===== config.mk =====
export PLATFORM = sky130hd
export DESIGN_NAME = pls_pedal_latch
export DESIGN_NICKNAME = d
export VERILOG_FILES = /design/src/rtl/pls_pkg.sv /design/src/rtl/pls_pedal_latch.sv
export VERILOG_INCLUDE_DIRS = /design/src /design/src/rtl
export SDC_FILE = /design/constraint.sdc
export NUM_CORES = 1
export LEC_CHECK = 0
export ABC_AREA = 1
export BUFFER_PORTS_ARGS = -buffer_cell sky130_fd_sc_hd__buf_4
export CAP_MARGIN = 5
export CORE_MARGIN = 3
export CORE_UTILIZATION = 46
export DETAILED_ROUTE_END_ITERATION = 10
export PLACE_DENSITY = 0.58
export SLEW_MARGIN = 20
export SYNTH_ARGS = -nofsm -noshare
export SYNTH_HDL_FRONTEND = slang
export SYNTH_SLANG_ARGS = --single-unit

===== constraint.sdc =====
create_clock -name mclk_i -period 14.6 [get_ports mclk_i]
set_clock_uncertainty 0.15 [all_clocks]
set_input_delay 1.46 -clock mclk_i [delete_from_list [all_inputs] [get_ports mclk_i]]
set_output_delay 1.46 -clock mclk_i [all_outputs]
set_load 0.03 [all_outputs]

===== src/rtl/pls_defines.svh =====
/*
 * Constants of the pedal priority latch and divider: pedal count, time units,
 * delays, divisor table.
 * Assumes the pedal clock pin runs at the rate that the mode pin selects.
 */
// How it works
// - Thirteen pedals, clock pin, mode pin, five tone outputs, two triggers.
// - First pedal press starts a key-dependent delay of 4 to 8 ms.
// - A pedal released before its delay ends is dropped; latch unchanged.
// - Release of held pedal restarts delay; right pedals wait unless already held.
// - A newly pressed pedal left of the current one is taken at once.
// - Pressing the latched pedal again clears the tone counters.
// - Accepted note appears as 50 percent squares in five octaves.
// - Tone outputs keep running after release until another pedal wins.
// - With several pedals held only the leftmost, lowest note is chosen.
// - A press of a priority pedal gives a percussion pulse when no pulse is already running.
// - Releasing the left one of two held pedals gives a percussion pulse.
// - Sustain is active while any pedal is held, free of contact bounce.
// - Delays scale with the pedal clock rate, as the timing follows it.
// - Two presses inside one percussion pulse give only one pulse.
`ifndef PLS_DEFINES_SVH
`define PLS_DEFINES_SVH

// ****************************************************************
// Sizes
// ****************************************************************
`define PLS_NUM_PEDALS   13
`define PLS_NUM_OCTAVES  5
`define PLS_IDX_NONE     4'hf
`define PLS_IDX_FIRST    4'h0
`define PLS_IDX_LAST     4'hc
`define PLS_PRESCALE_MAX 2'h3

// ****************************************************************
// Time, in units of one slow-mode pedal clock period
// ****************************************************************
`define PLS_UNIT_NS      2000
`define PLS_QUAL_MIN_MS  4
`define PLS_QUAL_MAX_MS  8
`define PLS_TP_MS        10
`define PLS_SUS_DB_MS    1
`define PLS_MS_TO_UNITS(ms) (((ms) * 1000000) / `PLS_UNIT_NS)
`define PLS_QUAL_MIN     `PLS_MS_TO_UNITS(`PLS_QUAL_MIN_MS)
`define PLS_QUAL_MAX     `PLS_MS_TO_UNITS(`PLS_QUAL_MAX_MS)
`define PLS_TP_UNITS     `PLS_MS_TO_UNITS(`PLS_TP_MS)
`define PLS_SUS_DB       13'(`PLS_MS_TO_UNITS(`PLS_SUS_DB_MS))

// ****************************************************************
// Top-octave divisors, pedal clock units per output period
// ****************************************************************
`define PLS_DIV_0  10'd956
`define PLS_DIV_1  10'd902
`define PLS_DIV_2  10'd852
`define PLS_DIV_3  10'd804
`define PLS_DIV_4  10'd758
`define PLS_DIV_5  10'd716
`define PLS_DIV_6  10'd676
`define PLS_DIV_7  10'd638
`define PLS_DIV_8  10'd602
`define PLS_DIV_9  10'd568
`define PLS_DIV_10 10'd536
`define PLS_DIV_11 10'd506
`define PLS_DIV_12 10'd478

`endif


===== src/rtl/pls_pkg.sv =====
/*
 * Types shared by the pedal priority latch and divider.
 * Assumes pls_defines.svh is on the include path.
 */
`include "pls_defines.svh"

package pls_pkg;

   typedef logic [3:0]                    pls_idx_t;
   typedef logic [12:0]                   pls_cnt_t;
   typedef logic [9:0]                    pls_div_t;
   typedef logic [`PLS_NUM_PEDALS-1:0]    pls_pedals_t;
   typedef logic [`PLS_NUM_OCTAVES-1:0]   pls_octaves_t;

   typedef struct packed {
      logic percussion_trigger;
      logic sustain_trigger;
   } pls_trig_t;

endpackage : pls_pkg


===== src/rtl/pls_pedal_latch.sv =====
/*
 * Pedal priority latch and five-octave divider with sustain and
 * percussion triggers.
 * Assumes pedals and the pedal clock come straight from pins (asynchronous)
 * and that mclk_i is far faster than the pedal clock.
 */
`timescale 1ns/100ps
`include "pls_defines.svh"

module pls_pedal_latch (
   // System
   input  wire logic                mclk_i,
   input  wire logic                rst_i,
   // Pins from the organ
   input  wire pls_pkg::pls_pedals_t pedal_n_i,
   input  wire logic                pedal_clk_i,
   input  wire logic                mode_i,
   // Tone and trigger outputs
   output pls_pkg::pls_octaves_t    freq_o,
   output pls_pkg::pls_trig_t       trig_o
);
   import pls_pkg::*;

   // ****************************************************************
   // Functions
   // ****************************************************************
   // Leftmost set bit, pedal_input_first being index 0
   function automatic pls_idx_t leftmost(input pls_pedals_t v);
      pls_idx_t r;
      r = `PLS_IDX_NONE;
      for (int i = `PLS_NUM_PEDALS - 1; i >= 0; i--) begin
         if (v[i]) begin
            r = 4'(i);
         end
      end
      return r;
   endfunction

   // Delay grows linearly from leftmost to rightmost pedal
   function automatic pls_cnt_t qual_delay(input pls_idx_t k);
      int d;
      d = `PLS_QUAL_MIN + (int'(k) * (`PLS_QUAL_MAX - `PLS_QUAL_MIN))
          / int'(`PLS_IDX_LAST);
      return 13'(d);
   endfunction

   // Half period of the top octave in units
   function automatic pls_div_t half_div(input pls_idx_t k);
      pls_div_t d;
      unique case (k)
         4'h0:    d = `PLS_DIV_0;
         4'h1:    d = `PLS_DIV_1;
         4'h2:    d = `PLS_DIV_2;
         4'h3:    d = `PLS_DIV_3;
         4'h4:    d = `PLS_DIV_4;
         4'h5:    d = `PLS_DIV_5;
         4'h6:    d = `PLS_DIV_6;
         4'h7:    d = `PLS_DIV_7;
         4'h8:    d = `PLS_DIV_8;
         4'h9:    d = `PLS_DIV_9;
         4'ha:    d = `PLS_DIV_10;
         4'hb:    d = `PLS_DIV_11;
         default: d = `PLS_DIV_12;
      endcase
      return d >> 1;
   endfunction

   // Count down to zero and stay there
   function automatic pls_cnt_t step_down(input pls_cnt_t v);
      pls_cnt_t r;
      r = v;
      if (v != '0) begin
         r = v - 13'h1;
      end
      return r;
   endfunction

   // True while any pedal is down
   function automatic logic any_down(input pls_pedals_t v);
      return (v != '0);
   endfunction

   // ****************************************************************
   // Pin synchronisers
   // ****************************************************************
   pls_pedals_t ped_s1_q, ped_s2_q, ped_s1_d, ped_s2_d;
   logic        clk_s1_q, clk_s2_q, clk_s1_d, clk_s2_d;
   logic        mode_s1_q, mode_s2_q, mode_s1_d, mode_s2_d;

   always_comb begin
      ped_s1_d  = pedal_n_i;
      ped_s2_d  = ped_s1_q;
      clk_s1_d  = pedal_clk_i;
      clk_s2_d  = clk_s1_q;
      mode_s1_d = mode_i;
      mode_s2_d = mode_s1_q;
      if (rst_i) begin
         ped_s1_d  = '1;
         ped_s2_d  = '1;
         clk_s1_d  = 1'b0;
         clk_s2_d  = 1'b0;
         mode_s1_d = 1'b1;
         mode_s2_d = 1'b1;
      end
   end

   always_ff @(posedge mclk_i) begin
      ped_s1_q  <= ped_s1_d;
      ped_s2_q  <= ped_s2_d;
      clk_s1_q  <= clk_s1_d;
      clk_s2_q  <= clk_s2_d;
      mode_s1_q <= mode_s1_d;
      mode_s2_q <= mode_s2_d;
   end

   // ****************************************************************
   // Time base
   // ****************************************************************
   // The fast mode divides its clock by four so both modes share one unit
   logic       clk_prev_q, clk_prev_d;
   logic [1:0] pre_q, pre_d;
   logic       unit;

   always_comb begin
      unit       = 1'b0;
      pre_d      = pre_q;
      clk_prev_d = clk_s2_q;
      if (clk_s2_q && !clk_prev_q) begin
         pre_d = pre_q + 2'h1;
         unit  = mode_s2_q || (pre_q == `PLS_PRESCALE_MAX);
      end
      if (rst_i) begin
         pre_d      = '0;
         clk_prev_d = 1'b0;
      end
   end

   always_ff @(posedge mclk_i) begin
      pre_q      <= pre_d;
      clk_prev_q <= clk_prev_d;
   end

   // ****************************************************************
   // Priority, qualification and triggers
   // ****************************************************************
   pls_pedals_t  held, press, rel, held_q, held_d;
   pls_idx_t     sel_q, sel_d, cand_q, cand_d, lm_press, lm_held, acc_idx;
   pls_cnt_t     qual_q, qual_d, lock_q, lock_d, perc_q, perc_d, sus_cnt_q, sus_cnt_d;
   pls_div_t     ncnt_q, ncnt_d;
   pls_octaves_t oct_q, oct_d;
   pls_trig_t    trig_q, trig_d;
   logic         sus_q, sus_d, accept, carry;

   always_comb begin
      held      = ~ped_s2_q;
      press     = held & ~held_q;
      rel       = ~held & held_q;
      lm_press  = leftmost(press);
      lm_held   = leftmost(held);
      held_d    = held;
      sel_d     = sel_q;
      cand_d    = cand_q;
      qual_d    = qual_q;
      lock_d    = lock_q;
      perc_d    = perc_q;
      accept    = 1'b0;
      acc_idx   = sel_q;
      if (unit) begin
         qual_d = step_down(qual_q);
         lock_d = step_down(lock_q);
         perc_d = step_down(perc_q);
      end
      // Candidate waits out its delay while held
      if (cand_q != `PLS_IDX_NONE) begin
         if (rel[cand_q]) begin
            cand_d = `PLS_IDX_NONE;
         end else if (qual_d == '0) begin
            accept  = 1'b1;
            acc_idx = cand_q;
         end
      end
      // Lockout over: a pedal still held now starts its own delay
      if (lock_q != '0 && lock_d == '0 && cand_d == `PLS_IDX_NONE && !accept &&
          lm_held != `PLS_IDX_NONE) begin
         cand_d = lm_held;
         qual_d = qual_delay(lm_held);
      end
      // Release of the latched pedal
      if (sel_q != `PLS_IDX_NONE && rel[sel_q]) begin
         lock_d = qual_delay(sel_q);
         cand_d = `PLS_IDX_NONE;
         if (lm_held != `PLS_IDX_NONE && !press[lm_held]) begin
            accept  = 1'b1;
            acc_idx = lm_held;
         end
      end
      // New presses
      if (lm_press != `PLS_IDX_NONE) begin
         if (sel_q != `PLS_IDX_NONE && lm_press <= sel_q) begin
            accept  = 1'b1;
            acc_idx = lm_press;
         end else if (lock_d == '0 && lm_press == lm_held &&
                      (cand_d == `PLS_IDX_NONE || lm_press < cand_d)) begin
            cand_d = lm_press;
            qual_d = qual_delay(lm_press);
         end
      end
      if (accept) begin
         sel_d  = acc_idx;
         cand_d = `PLS_IDX_NONE;
         lock_d = '0;
         if (perc_q == '0) begin
            perc_d = 13'(`PLS_TP_UNITS);
         end
      end
      trig_d.percussion_trigger = (perc_d != '0);
      trig_d.sustain_trigger    = sus_d;
      if (rst_i) begin
         held_d    = '0;
         sel_d     = `PLS_IDX_NONE;
         cand_d    = `PLS_IDX_NONE;
         qual_d    = '0;
         lock_d    = '0;
         perc_d    = '0;
         trig_d    = '0;
      end
   end

   always_ff @(posedge mclk_i) begin
      held_q    <= held_d;
      sel_q     <= sel_d;
      cand_q    <= cand_d;
      qual_q    <= qual_d;
      lock_q    <= lock_d;
      perc_q    <= perc_d;
      trig_q    <= trig_d;
   end

   // ****************************************************************
   // Tone divider
   // ****************************************************************
   // Counters restart on every accept, so a repress jumps the phase
   always_comb begin
      ncnt_d = ncnt_q;
      oct_d  = oct_q;
      carry  = 1'b1;
      if (accept) begin
         ncnt_d = '0;
         oct_d  = '0;
      end else if (unit && sel_q != `PLS_IDX_NONE) begin
         // Tones free-run while latched, pedal held or not
         if (ncnt_q >= half_div(sel_q) - 10'h1) begin
            ncnt_d = '0;
            for (int i = 0; i < `PLS_NUM_OCTAVES; i++) begin
               if (carry) oct_d[i] = ~oct_q[i];
               carry = carry & oct_q[i];
            end
         end else begin
            ncnt_d = ncnt_q + 10'h1;
         end
      end
      if (rst_i) begin
         ncnt_d = '0;
         oct_d  = '0;
      end
   end

   always_ff @(posedge mclk_i) begin
      ncnt_q <= ncnt_d;
      oct_q  <= oct_d;
   end

   // ****************************************************************
   // Sustain debounce
   // ****************************************************************
   // A slow settle costs a little delay but keeps contact bounce off the envelope
   always_comb begin
      sus_d     = sus_q;
      sus_cnt_d = sus_cnt_q;
      if (unit) begin
         if (any_down(held) != sus_q) begin
            sus_cnt_d = sus_cnt_q + 13'h1;
            if (sus_cnt_q >= `PLS_SUS_DB - 13'h1) begin
               sus_d     = any_down(held);
               sus_cnt_d = '0;
            end
         end else begin
            sus_cnt_d = '0;
         end
      end
      if (rst_i) begin
         sus_d     = 1'b0;
         sus_cnt_d = '0;
      end
   end

   always_ff @(posedge mclk_i) begin
      sus_q     <= sus_d;
      sus_cnt_q <= sus_cnt_d;
   end

   // ****************************************************************
   // Outputs
   // ****************************************************************
   assign freq_o = oct_q;
   assign trig_o = trig_q;

endmodule // pls_pedal_latch


; ---- Word-level counts from Yosys, hierarchy flattened
; Memory sizes are Yosys's and may differ from the RTL's. A register that Yosys moved wholly into a read port is not among the register bits.
; Index checks and enable logic that the tools add are counted.
; Widths: inputs -> output; s select.
[word_totals]
reg_bits = 124
romBits = 144
input_bits = 17
out_inout_bits = 7
wordCells = 179
mem_count = 1
[op_classes]
add_sub_neg = 10
multipliers = 3
n_div = 3
order_cmp = 7
eq_ne = 9
muxes = 78
bitwise_logic = 13
reduce_logical = 31
[memory_table]
columns = name, words, width, rd, rd_clocked_by_memory_dff, wr, line
row1 = (name not given), 16, 9, 1, 1, 0, pls_pedal_latch.sv:50  ; unique case (k)
[op_table]
columns = operator, count
row1 = $mux 13, 15
row2 = $mux 4, 40
row3 = $div 32x5->32 const B, 3
row4 = $reduce_bool 13->1, 5
row5 = $logic_not 13->1, 4
row6 = $add 12x13->13 const A, 3
row7 = $not 13->13, 3
row8 = $sub 13x1->13 const B, 3
row9 = $mul 4x7->11 const B, 3
row10 = $mux 10, 3
row11 = $and 13x13->13, 2
row12 = $ne 4x4->1 const B, 4
row13 = $lt 4x5->1 const B, 3
row14 = $mux 1, 15
row15 = $add 13x1->13 const B, 1
row16 = $ge 13x9->1 const B, 1
row17 = $bmux 1 s4, 3
row18 = $reduce_and 3->1, 4
row19 = $logic_and 1x1->1, 11
row20 = $add 10x1->10 const B, 1
row21 = $ge 10x10->1, 1
row22 = $sub 9x1->10 const B, 1
row23 = $eq 4x4->1 const B, 2
row24 = $not 1->1, 5
row25 = 12 further kinds, 18

; ---- Logic depth before layout (Yosys ltp)
; Gate-level depths: netlist of run 1.
[logic_depth]
ltp_word = 26
mapped_depth = 82
depth_no_buf = 81

; ---- Least setup slack after synthesis of run 1
; OpenSTA, ideal clock, no wires.
[synth_timing]
kind = reg2reg
start = register sel_q[2]
end = register qual_q[0]
setup_time_ns = 0.116
arrival_ns = 9.335
required_time_ns = 14.334
setup_slack_ns = 4.999
path_stages_with_launch = 77
n_path_buf = 2
synth_period_minus_slack_ns = 9.601
cell_sequence = dfxtp_1 > fa_1 > inv_1 > fa_1 > inv_1 > ha_1 > nand2_1 > nand2_1 > inv_1 > nand2_1 > nand2_1 > nand2_1 > nand2_1 > nand2_2 > ha_1 > inv_1 > nand3_1 > nand2_4 > (+41 left out) > nor2_4 > nand3_2 > nor2_8 > nand2_1 > nand2_2 > ha_1 > nand2_1 > nor2_2 > nand3_4 > a21oi_1 > nand3_1 > nor2_2 > nand3_2 > nand2_4 > nand3_4 > buf_6 > nor3_2 > nor2_1
[synth_between]
elab_chain_len = 10
word_cells_on_any_way = 20
cone_classes = add/sub: 1 / mul: 1 / div: 1 / order compare: 2 / eq/ne: 2 / mux: 7 / reduce/logical: 6
[synth_rtl]
columns = item, line
row1 = start: declaration, pls_pedal_latch.sv:147  ; pls_idx_t sel_q, sel_d, cand_q, cand_d, lm_press, lm_held, acc_idx;
row2 = start signal: assignment, pls_pedal_latch.sv:231  ; sel_q <= sel_d;
row3 = $mul 4x7->11 or $bmux 1 s4 (tied branches), "pls_pedal_latch.sv:42, pls_pedal_latch.sv:189"
row4 = $div 32x5->32 or $mux 1 (tied branches), "pls_pedal_latch.sv:42, pls_pedal_latch.sv:189"
row5 = $add 12x13->13 (no line) or $logic_and 1x1->1 (tied branches), --
row6 = $mux 13 or $mux 4 (tied branches), pls_pedal_latch.sv:189  ; if (sel_q != `PLS_IDX_NONE && rel[sel_q]) begin
row7 = "$logic_not 13->1, or another cell as far along", pls_pedal_latch.sv:202  ; end else if (lock_d == '0 && lm_press == lm_held &&
row8 = $logic_and 1x1->1 or $logic_or 1x1->1 (tied branches), "pls_pedal_latch.sv:202, pls_pedal_latch.sv:203"
row9 = $logic_and 1x1->1, pls_pedal_latch.sv:202
row10 = $mux 13, pls_pedal_latch.sv:202
row11 = $mux 13 (*), pls_pedal_latch.sv:199  ; if (sel_q != `PLS_IDX_NONE && lm_press <= sel_q) begin
row12 = $mux 13 (*), pls_pedal_latch.sv:198  ; if (lm_press != `PLS_IDX_NONE) begin
row13 = end signal: assignment, pls_pedal_latch.sv:233  ; qual_q <= qual_d;
row14 = end: declaration, pls_pedal_latch.sv:148  ; pls_cnt_t qual_q, qual_d, lock_q, lock_d, perc_q, perc_d, sus_cnt_q, sus_cnt_d;
; Mark *: on every way between the ends. The rest lies on a longest branch, timed or not. The select of a mux whose other input is x is not followed.
; A chain may end at the register's enable or synchronous reset.

; ---- Final worst setup path of run 1
[layout_timing]
start = register sel_q[1]
end = register cand_q[2]
[layout_between]
elab_chain_len = 10
word_cells_on_any_way = 24
cone_classes = add/sub: 1 / mul: 1 / div: 1 / order compare: 2 / eq/ne: 2 / mux: 10 / reduce/logical: 7
[layout_rtl]
columns = item, line
row1 = $mul 4x7->11 or $bmux 1 s4 (tied branches), "pls_pedal_latch.sv:42, pls_pedal_latch.sv:189"
row2 = $div 32x5->32 or $mux 1 (tied branches), "pls_pedal_latch.sv:42, pls_pedal_latch.sv:189"
row3 = $add 12x13->13 (no line) or $logic_and 1x1->1 (tied branches), --
row4 = $mux 13 or $mux 4 (tied branches), pls_pedal_latch.sv:189
row5 = "$logic_not 13->1, or another cell as far along", pls_pedal_latch.sv:202
row6 = $logic_and 1x1->1 or $logic_or 1x1->1 (tied branches), "pls_pedal_latch.sv:202, pls_pedal_latch.sv:203"
row7 = $logic_and 1x1->1, pls_pedal_latch.sv:202
row8 = $mux 4, pls_pedal_latch.sv:202
row9 = $mux 4, pls_pedal_latch.sv:199
row10 = $mux 4, pls_pedal_latch.sv:198
row11 = end signal: assignment, pls_pedal_latch.sv:232  ; cand_q <= cand_d;
row12 = end: declaration, pls_pedal_latch.sv:147
; Several ways; a longest one is shown, not always the timed one. The select of a mux whose other input is x is not followed.

==> results.md, run 1 <==
- R2R Setup Slk: 3.25 ns
- Slowest cell delay on critical path: 0.73 ns
- Vias in the first global route: 15214
- Hold Startpoint: ped_s1_q[0]
- Hpwl dp: 33.48 mm
- Die Span Y: 191.5 um
- Number of flops mapped to enable cells by yosys: 0
- Inserted Diodes: 0
- Clk_lat worst skew: 0.44 ns
- Max-cap viol count: 0
- Multi-input gate area: 11500 um^2
- Outcome: finished clean
- M1 WL: 20.36 mm
- Post-synth top area share: 0.1682
- Initial Utilization: 0.4696
- Root buf cell: clkbuf_16
- Crit path DAT: 11.45 ns
- Remaining antenna violation count: 0
- Post-Syn Instances: 2614
- Main flop type after synthesis: dfxtp_1
- Mux contribution to synthesized area: 0
- Largest net degree at the start of global routing: 81
- Crit. End Element: register
- Congestion Overflow GR: 0
- Via count: 16116
- Core box area: 33700 um^2
- Cell Area, Synth: 15830 um^2
- Die area: 36670 um^2
- Fmax: 0.08812 GHz
- Sink Count: 133
- Syn Nets: 2737
- Unrepaired setup endpoints after global routing: no
- 1st-pass router iterations: 6
- Final setup vio count: 0
- Hold Path Class: reg2reg
- Nets: 2762
- RR Startpoint: sel_q[1]
- Synth Area in Compound Gates: 0.1019
- Final min period: 11.35 ns
- Data required time of the worst path: 14.70 ns
- I/O pin cnt: 24
- Gpl congestion: 0.9120
- Main combinational cell family by area after synthesis: simple AND/OR/NAND/NOR gates
- Top cells by count, synth: nand2_1 (690), inv_1 (364), nor2_1 (328)
- Simple logic cell fraction of the synthesized area: 0.4887
- Area occupied by registers: 2663 um^2
- CTS Buffer Depth: 2
- DR top layer: met4
- Via density: 5.199
- Asr flop ratio synth: 0
- Total CTS buffers: 17
- CP Launch Type: register
- Number of port buffers: 23
- Area contributors post-synth: dfxtp_1 (17%), nand2_1 (16%), inv_1 (8.6%)
- Slew headroom: 0.3368
- Yosys Warn Count: 0
- FILL cells: 3576
- Hold endpoint: ped_s2_q[0]
- Post-synth cell types: 67
- Layout area overhead: 7.708%
- FF-to-FF path depth: 74
- Placed insts: 3068
- Number of DRC markers in iteration 0: 956
- Hold depth: 1
- Worst setup path class: reg2reg
- Synthesized area per cell: 6.054 um^2
- Synth Register Bits: 133
- Setup TNS: 0 ns
- Synth Area in XOR/XNOR: 0.04151
- Die W: 191.5 um
- Fin crit share: 0.7772
- Share of layout cells above drive strength 1: 0.1154
- Hold Violations, Final: 0
- Routed met2 length: 18.94 mm
- Least-Margin Pin Slew: 0.9912 ns
- Rows: 67
- H-tree depth: 4
- Non-Filler Instances: 3100
- Worst r2r dst: cand_q[2]
- CTS tree: yes
- Max Slew Vio Count: 0
- WL per Instance: 13.37 um
- Max FO, Critical Path: 28
- Post-Route WL: 41.44 mm
- Post-synthesis sequential area ratio: 0.1682
- DRC violations left: 0
- Initial antenna violation count: 0
- Post-CTS Setup Bufs: 0
- Global-route wire length before repair: 70.56 mm
- GRT Util Overall: 0.2302
- Hold_buf cts: 0
- Most common cell in the netlist: nand2_1
- Clock transition at the registers of the reported paths: 0.06 ns
- Met3 wire len: 1.530 mm
- Most used cell, CP: nand2_1
- Top cell type by total area after synthesis: dfxtp_1
- Slowest stage cell on the critical path: fa_1
- CTS resizes: 0
- Synth Area in Adders: 0.09376
-- metrics by stage --
step / utilization / setup slack, ns / hold slack [ns] / instance area [um^2]
2_1_floorplan: - / 4.999 / 0.2383 / 15830
3_3_place_gp: 0.4883 / 3.603 / 0.2417 / 16450
3_5_place_dp: 0.4883 / 3.330 / 0.2432 / 16450
4_1_cts: 0.5058 / 3.282 / 0.2568 / 17050
5_1_grt: 0.5058 / 2.037 / 0.2650 / 17050
6_report: 0.5058 / 3.252 / 0.2563 / 17050
-- registers in the layout (all words and copies together), names as in the netlist, named ones only --
signal	flops
trig_o	2
sus_q	1
sel_q	4
mode_s1_q	1
qual_q	13
ncnt_q	10
freq_o	5
perc_q	13
pre_q	2
clk_s2_q	1
ped_s1_q	13
lock_q	13
held_q	13
mode_s2_q	1
sus_cnt_q	13
clk_s1_q	1
clk_prev_q	1
ped_s2_q	13
cand_q	4
-- layer usage --
layer / vias up / GRT usage
li1: 8477 / -
met1: 7291 / 0.3100
met2: 296 / 0.3882
met3: 52 / 0.02824
met4: 0 / 0.06266
met5: - / 0
-- how the worst max path moves through the flow --
stage / startpoint / end / slack, ns / cells past startpoint
floorplan: sel_q[2] / qual_q[0] / 5.00 / 76
global placement: sel_q[1] / qual_q[10] / 3.60 / 70
detailed placement: sel_q[1] / qual_q[6] / 3.33 / 68
CTS: sel_q[1] / cand_q[2] / 3.28 / 72
global route: sel_q[1] / cand_q[2] / 2.04 / 74
finish: sel_q[1] / cand_q[2] / 3.25 / 74
-- cell families (layout without fill, tap and decap cells) --
logic type      Yosys count  after routing
fa+ha+maj               106            106
buf+inv                 420            458
simple gates           1612           1612
xor+xnor                 75             75
flops                   133            133
compound gates          268            268
-- critical path, delay by kind of cell, from the launching register on --
| family | cells | cell delay [ns] |
|---|---|---|
| flops | 1 | 0.51 |
| compound gates | 2 | 0.28 |
| simple gates | 57 | 7.29 |
| fa+ha+maj | 6 | 2.27 |
| buf+inv | 9 | 0.62 |
-- area by class of cell --
cell class / count / share of cell area
Timing Repair Buffer: 34 / 0.01497
Tap cell: 448 / 0.03288
Multi-Input combinational cell: 2061 / 0.6745
Inverter: 392 / 0.08669
Sequential cell: 133 / 0.1562
Clock buffer: 19 / 0.02657
Clock inverter: 13 / 0.008147
-- cell usage in the layout (no fill, tap or decap), types with 7 or more instances in the layout --
| cell | n |
|---|---|
| fa_1 | 21 |
| nor2_4 | 13 |
| nand3b_1 | 21 |
| o21ai_2 | 8 |
| xnor2_1 | 17 |
| dfxtp_1 | 133 |
| o211ai_1 | 11 |
| o21a_1 | 7 |
| nor3_1 | 33 |
| o21ai_1 | 11 |
| o21bai_1 | 7 |
| nand3_2 | 28 |
| ha_1 | 85 |
| nand2_2 | 48 |
| nor2_2 | 29 |
| clkbuf_16 | 17 |
| inv_1 | 364 |
| xor2_1 | 58 |
| a211oi_1 | 7 |
| nand3_4 | 13 |
| nand4_1 | 58 |
| or2_2 | 35 |
| inv_2 | 20 |
| nor2_1 | 328 |
| nor4_1 | 12 |
| buf_4 | 34 |
| o21ai_0 | 82 |
| nand3_1 | 263 |
| nand2_1 | 690 |
| a21oi_1 | 94 |
| nand2_4 | 16 |
Power of run 1 is not shown: default switching activity piles up to over one toggle a cycle in this logic, so the estimate is an artifact.
==> run 2, diff against run 1 <==
ABC_AREA = 0   (was 1)
PLACE_DENSITY = 0.61   (was 0.58)
clock period = 9.43 ns   (was 14.6 ns; I/O delays follow)
==> results.md, run 2 <==
- Most common cell in the netlist: nor2_1
- Largest net degree at the start of global routing: 99
- Worst hold slack: 0.2602 ns
- Area contributors post-synth: dfxtp_1 (17%), ha_1 (6.7%), nor2_1 (6.0%)
- Via count: 18399
- CTS tree: yes
- Initial antenna violation count: 0
- Area occupied by registers: 2686 um^2
- FF-to-FF path depth: 36
- Slowest cell delay on critical path: 0.60 ns
- Outcome: complete, but fails checks
- Hpwl dp: 40.17 mm
- Main flop type after synthesis: dfxtp_1
- Post-Layout Inst Area: 21920 um^2
- Hold depth: 1
- H-tree depth: 4
- Slew headroom: 0.1460
- Die Span Y: 191.1 um
- DRC violations left: 0
- Die W: 191.1 um
- 1st-pass router iterations: 5
- Via density: 5.981
- Final min period: 9.586 ns
- Core Util, Final: 0.6520
- Syn Nets: 2250
- Worst r2r dst: qual_q[1]
- Post-synthesis sequential area ratio: 0.1689
- Max FO, Critical Path: 4
- Number of port buffers: 23
- Met3 wire len: 2.668 mm
- Data required time of the worst path: 9.60 ns
- Crit. End Element: register
- Clock transition at the registers of the reported paths: 0.06 ns
- Hold Violations, Final: 0
- Core box area: 33620 um^2
- Synth Register Bits: 133
- FILL cells: 2912
- Initial Utilization: 0.4689
- Unrepaired setup endpoints after global routing: yes
- Post-synth cell types: 127
- RR Startpoint: sel_q[3]
- GRT Util Overall: 0.2838
- Remaining antenna violation count: 0
- WL per Instance: 17.24 um
- Setup ws final: -0.1561 ns
- Commonest cells after routing, fill and taps aside: buf_4 (556), nor2_1 (242), nand2_1 (185)
- Clk_lat worst skew: 0.43 ns
- R2R Setup Slk: -0.16 ns
- Post-synth top area share: 0.1689
- Least-Margin Pin Slew: 1.268 ns
- Slowest stage cell on the critical path: fa_2
- Commonest non-fill, non-tap cell in the layout: buf_4
- Gpl congestion: 0.9519
- Yosys Warn Count: 0
- Congestion Overflow GR: 0
- Vias in the first global route: 17639
- DR top layer: met4
- Sink Count: 133
- Root buf cell: clkbuf_16
- Fmax: 0.1043 GHz
- CTS Buffer Depth: 2
- Rows: 67
- Hold Startpoint: ped_s1_q[7]
- Global-route wire length before repair: 86.91 mm
- Layout area overhead: 39.06%
- CP Launch Type: register
- Nets: 2738
- Asr flop ratio synth: 0
- Number of flops mapped to enable cells by yosys: 0
- Final setup vio count: 16
- Max-cap viol count: 0
- CP bufs+invs: 5
- Total CTS buffers: 17
- Max Slew Vio Count: 0
- Top delay family on crit path: simple AND/OR/NAND/NOR gates
- Post-Route WL: 53.03 mm
- Number of DRC markers in iteration 0: 1456
- Inserted Diodes: 0
- Violated checks: setup timing
- Post-Syn Instances: 2127
- Die area: 36520 um^2
- Hold endpoint: ped_s2_q[7]
- Setup TNS: -1.648 ns
- Share of layout cells above drive strength 1: 0.3413
- M1 WL: 23.44 mm
- Crit path DAT: 9.76 ns
- Multi-input gate area: 13460 um^2
- Hold Path Class: reg2reg
- Fin crit share: 1.017
- Routed met2 length: 25.25 mm
- Worst setup path class: reg2reg
- Synthesized area per cell: 7.410 um^2
- Placed cell areas: 19930 um^2
- Cell Area, Synth: 15760 um^2
- Top cell type by total area after synthesis: dfxtp_1
- I/O pin cnt: 24
- Top cells by count, synth: nor2_1 (251), nand2_1 (190), dfxtp_1 (133)
==> run 2: how the worst max path moves through the flow <==
stage	cells past startpoint	slack, ns	to	startpoint
after global placement	41	-0.58	qual_q[0]	ped_s2_q[5]
after detailed placement	40	-0.69	qual_q[0]	ped_s2_q[4]
after CTS	42	-0.06	qual_q[0]	ped_s2_q[4]
final	36	-0.16	qual_q[1]	sel_q[3]
after floorplan	43	-0.85	qual_q[0]	ped_s2_q[12]
after global routing	42	-0.54	qual_q[1]	sel_q[3]
==> run 2: cell type report <==
type | count | share of cell area
Clock inverter | 13 | 0.005594
Inverter | 82 | 0.01433
Sequential cell | 133 | 0.1226
Clock buffer | 19 | 0.02072
Tap cell | 448 | 0.02557
Timing Repair Buffer | 568 | 0.1970
Multi-Input combinational cell | 1813 | 0.6142
==> run 2: cell families after synthesis <==
kind of cell / after synthesis / share of synthesized area
and+or+nand+nor: 891 / 0.2867
AOI/OAI and AO/OA: 655 / 0.3059
buffers and inverters: 181 / 0.04580
DFF: 133 / 0.1689
xor gates and xnor gates: 115 / 0.06533
adders and majority gates: 108 / 0.09542
muxes: 44 / 0.03183
==> run 2: repair_timing <==
| item | 4_1_cts | 5_1_grt |
|---|---|---|
| endpoints found under the setup margin | 17 | 18 |
| hold buffers | 0 | 0 |
| endpoints found under the hold margin | 0 | 0 |
| pin swaps | 76 | 50 |
| gates resized for setup | 128 | 66 |
| buffers inserted | 45 | 22 |
==> run 2: layer usage <==
| layer | up-vias | global-route usage |
|---|---|---|
| li1 | 8997 | - |
| met1 | 8706 | 0.3743 |
| met2 | 584 | 0.4852 |
| met3 | 112 | 0.02402 |
| met4 | 0 | 0.1016 |
| met5 | - | 0 |
==> run 2: through the flow <==
step / std cells / setup slack [ns]
6_report: 3076 / -0.1561
3_3_place_gp: 2977 / -0.5823
3_5_place_dp: 2977 / -0.6893
5_1_grt: 3076 / -0.5411
2_1_floorplan: 2127 / -0.8479
4_1_cts: 3054 / -0.05930
==> run 2: worst reg2reg max path, delay by kind of cell, from the launching register on <==
kind                       cells  cell delay, ns
muxes                          3            0.79
adders and majority gates      5            1.79
and+or+nand+nor               14            3.98
xor gates and xnor gates       1            0.17
AOI/OAI and AO/OA              8            1.85
DFF                            1            0.33
buffers and inverters          5            0.43
Power of run 2 is left out for the same reason.
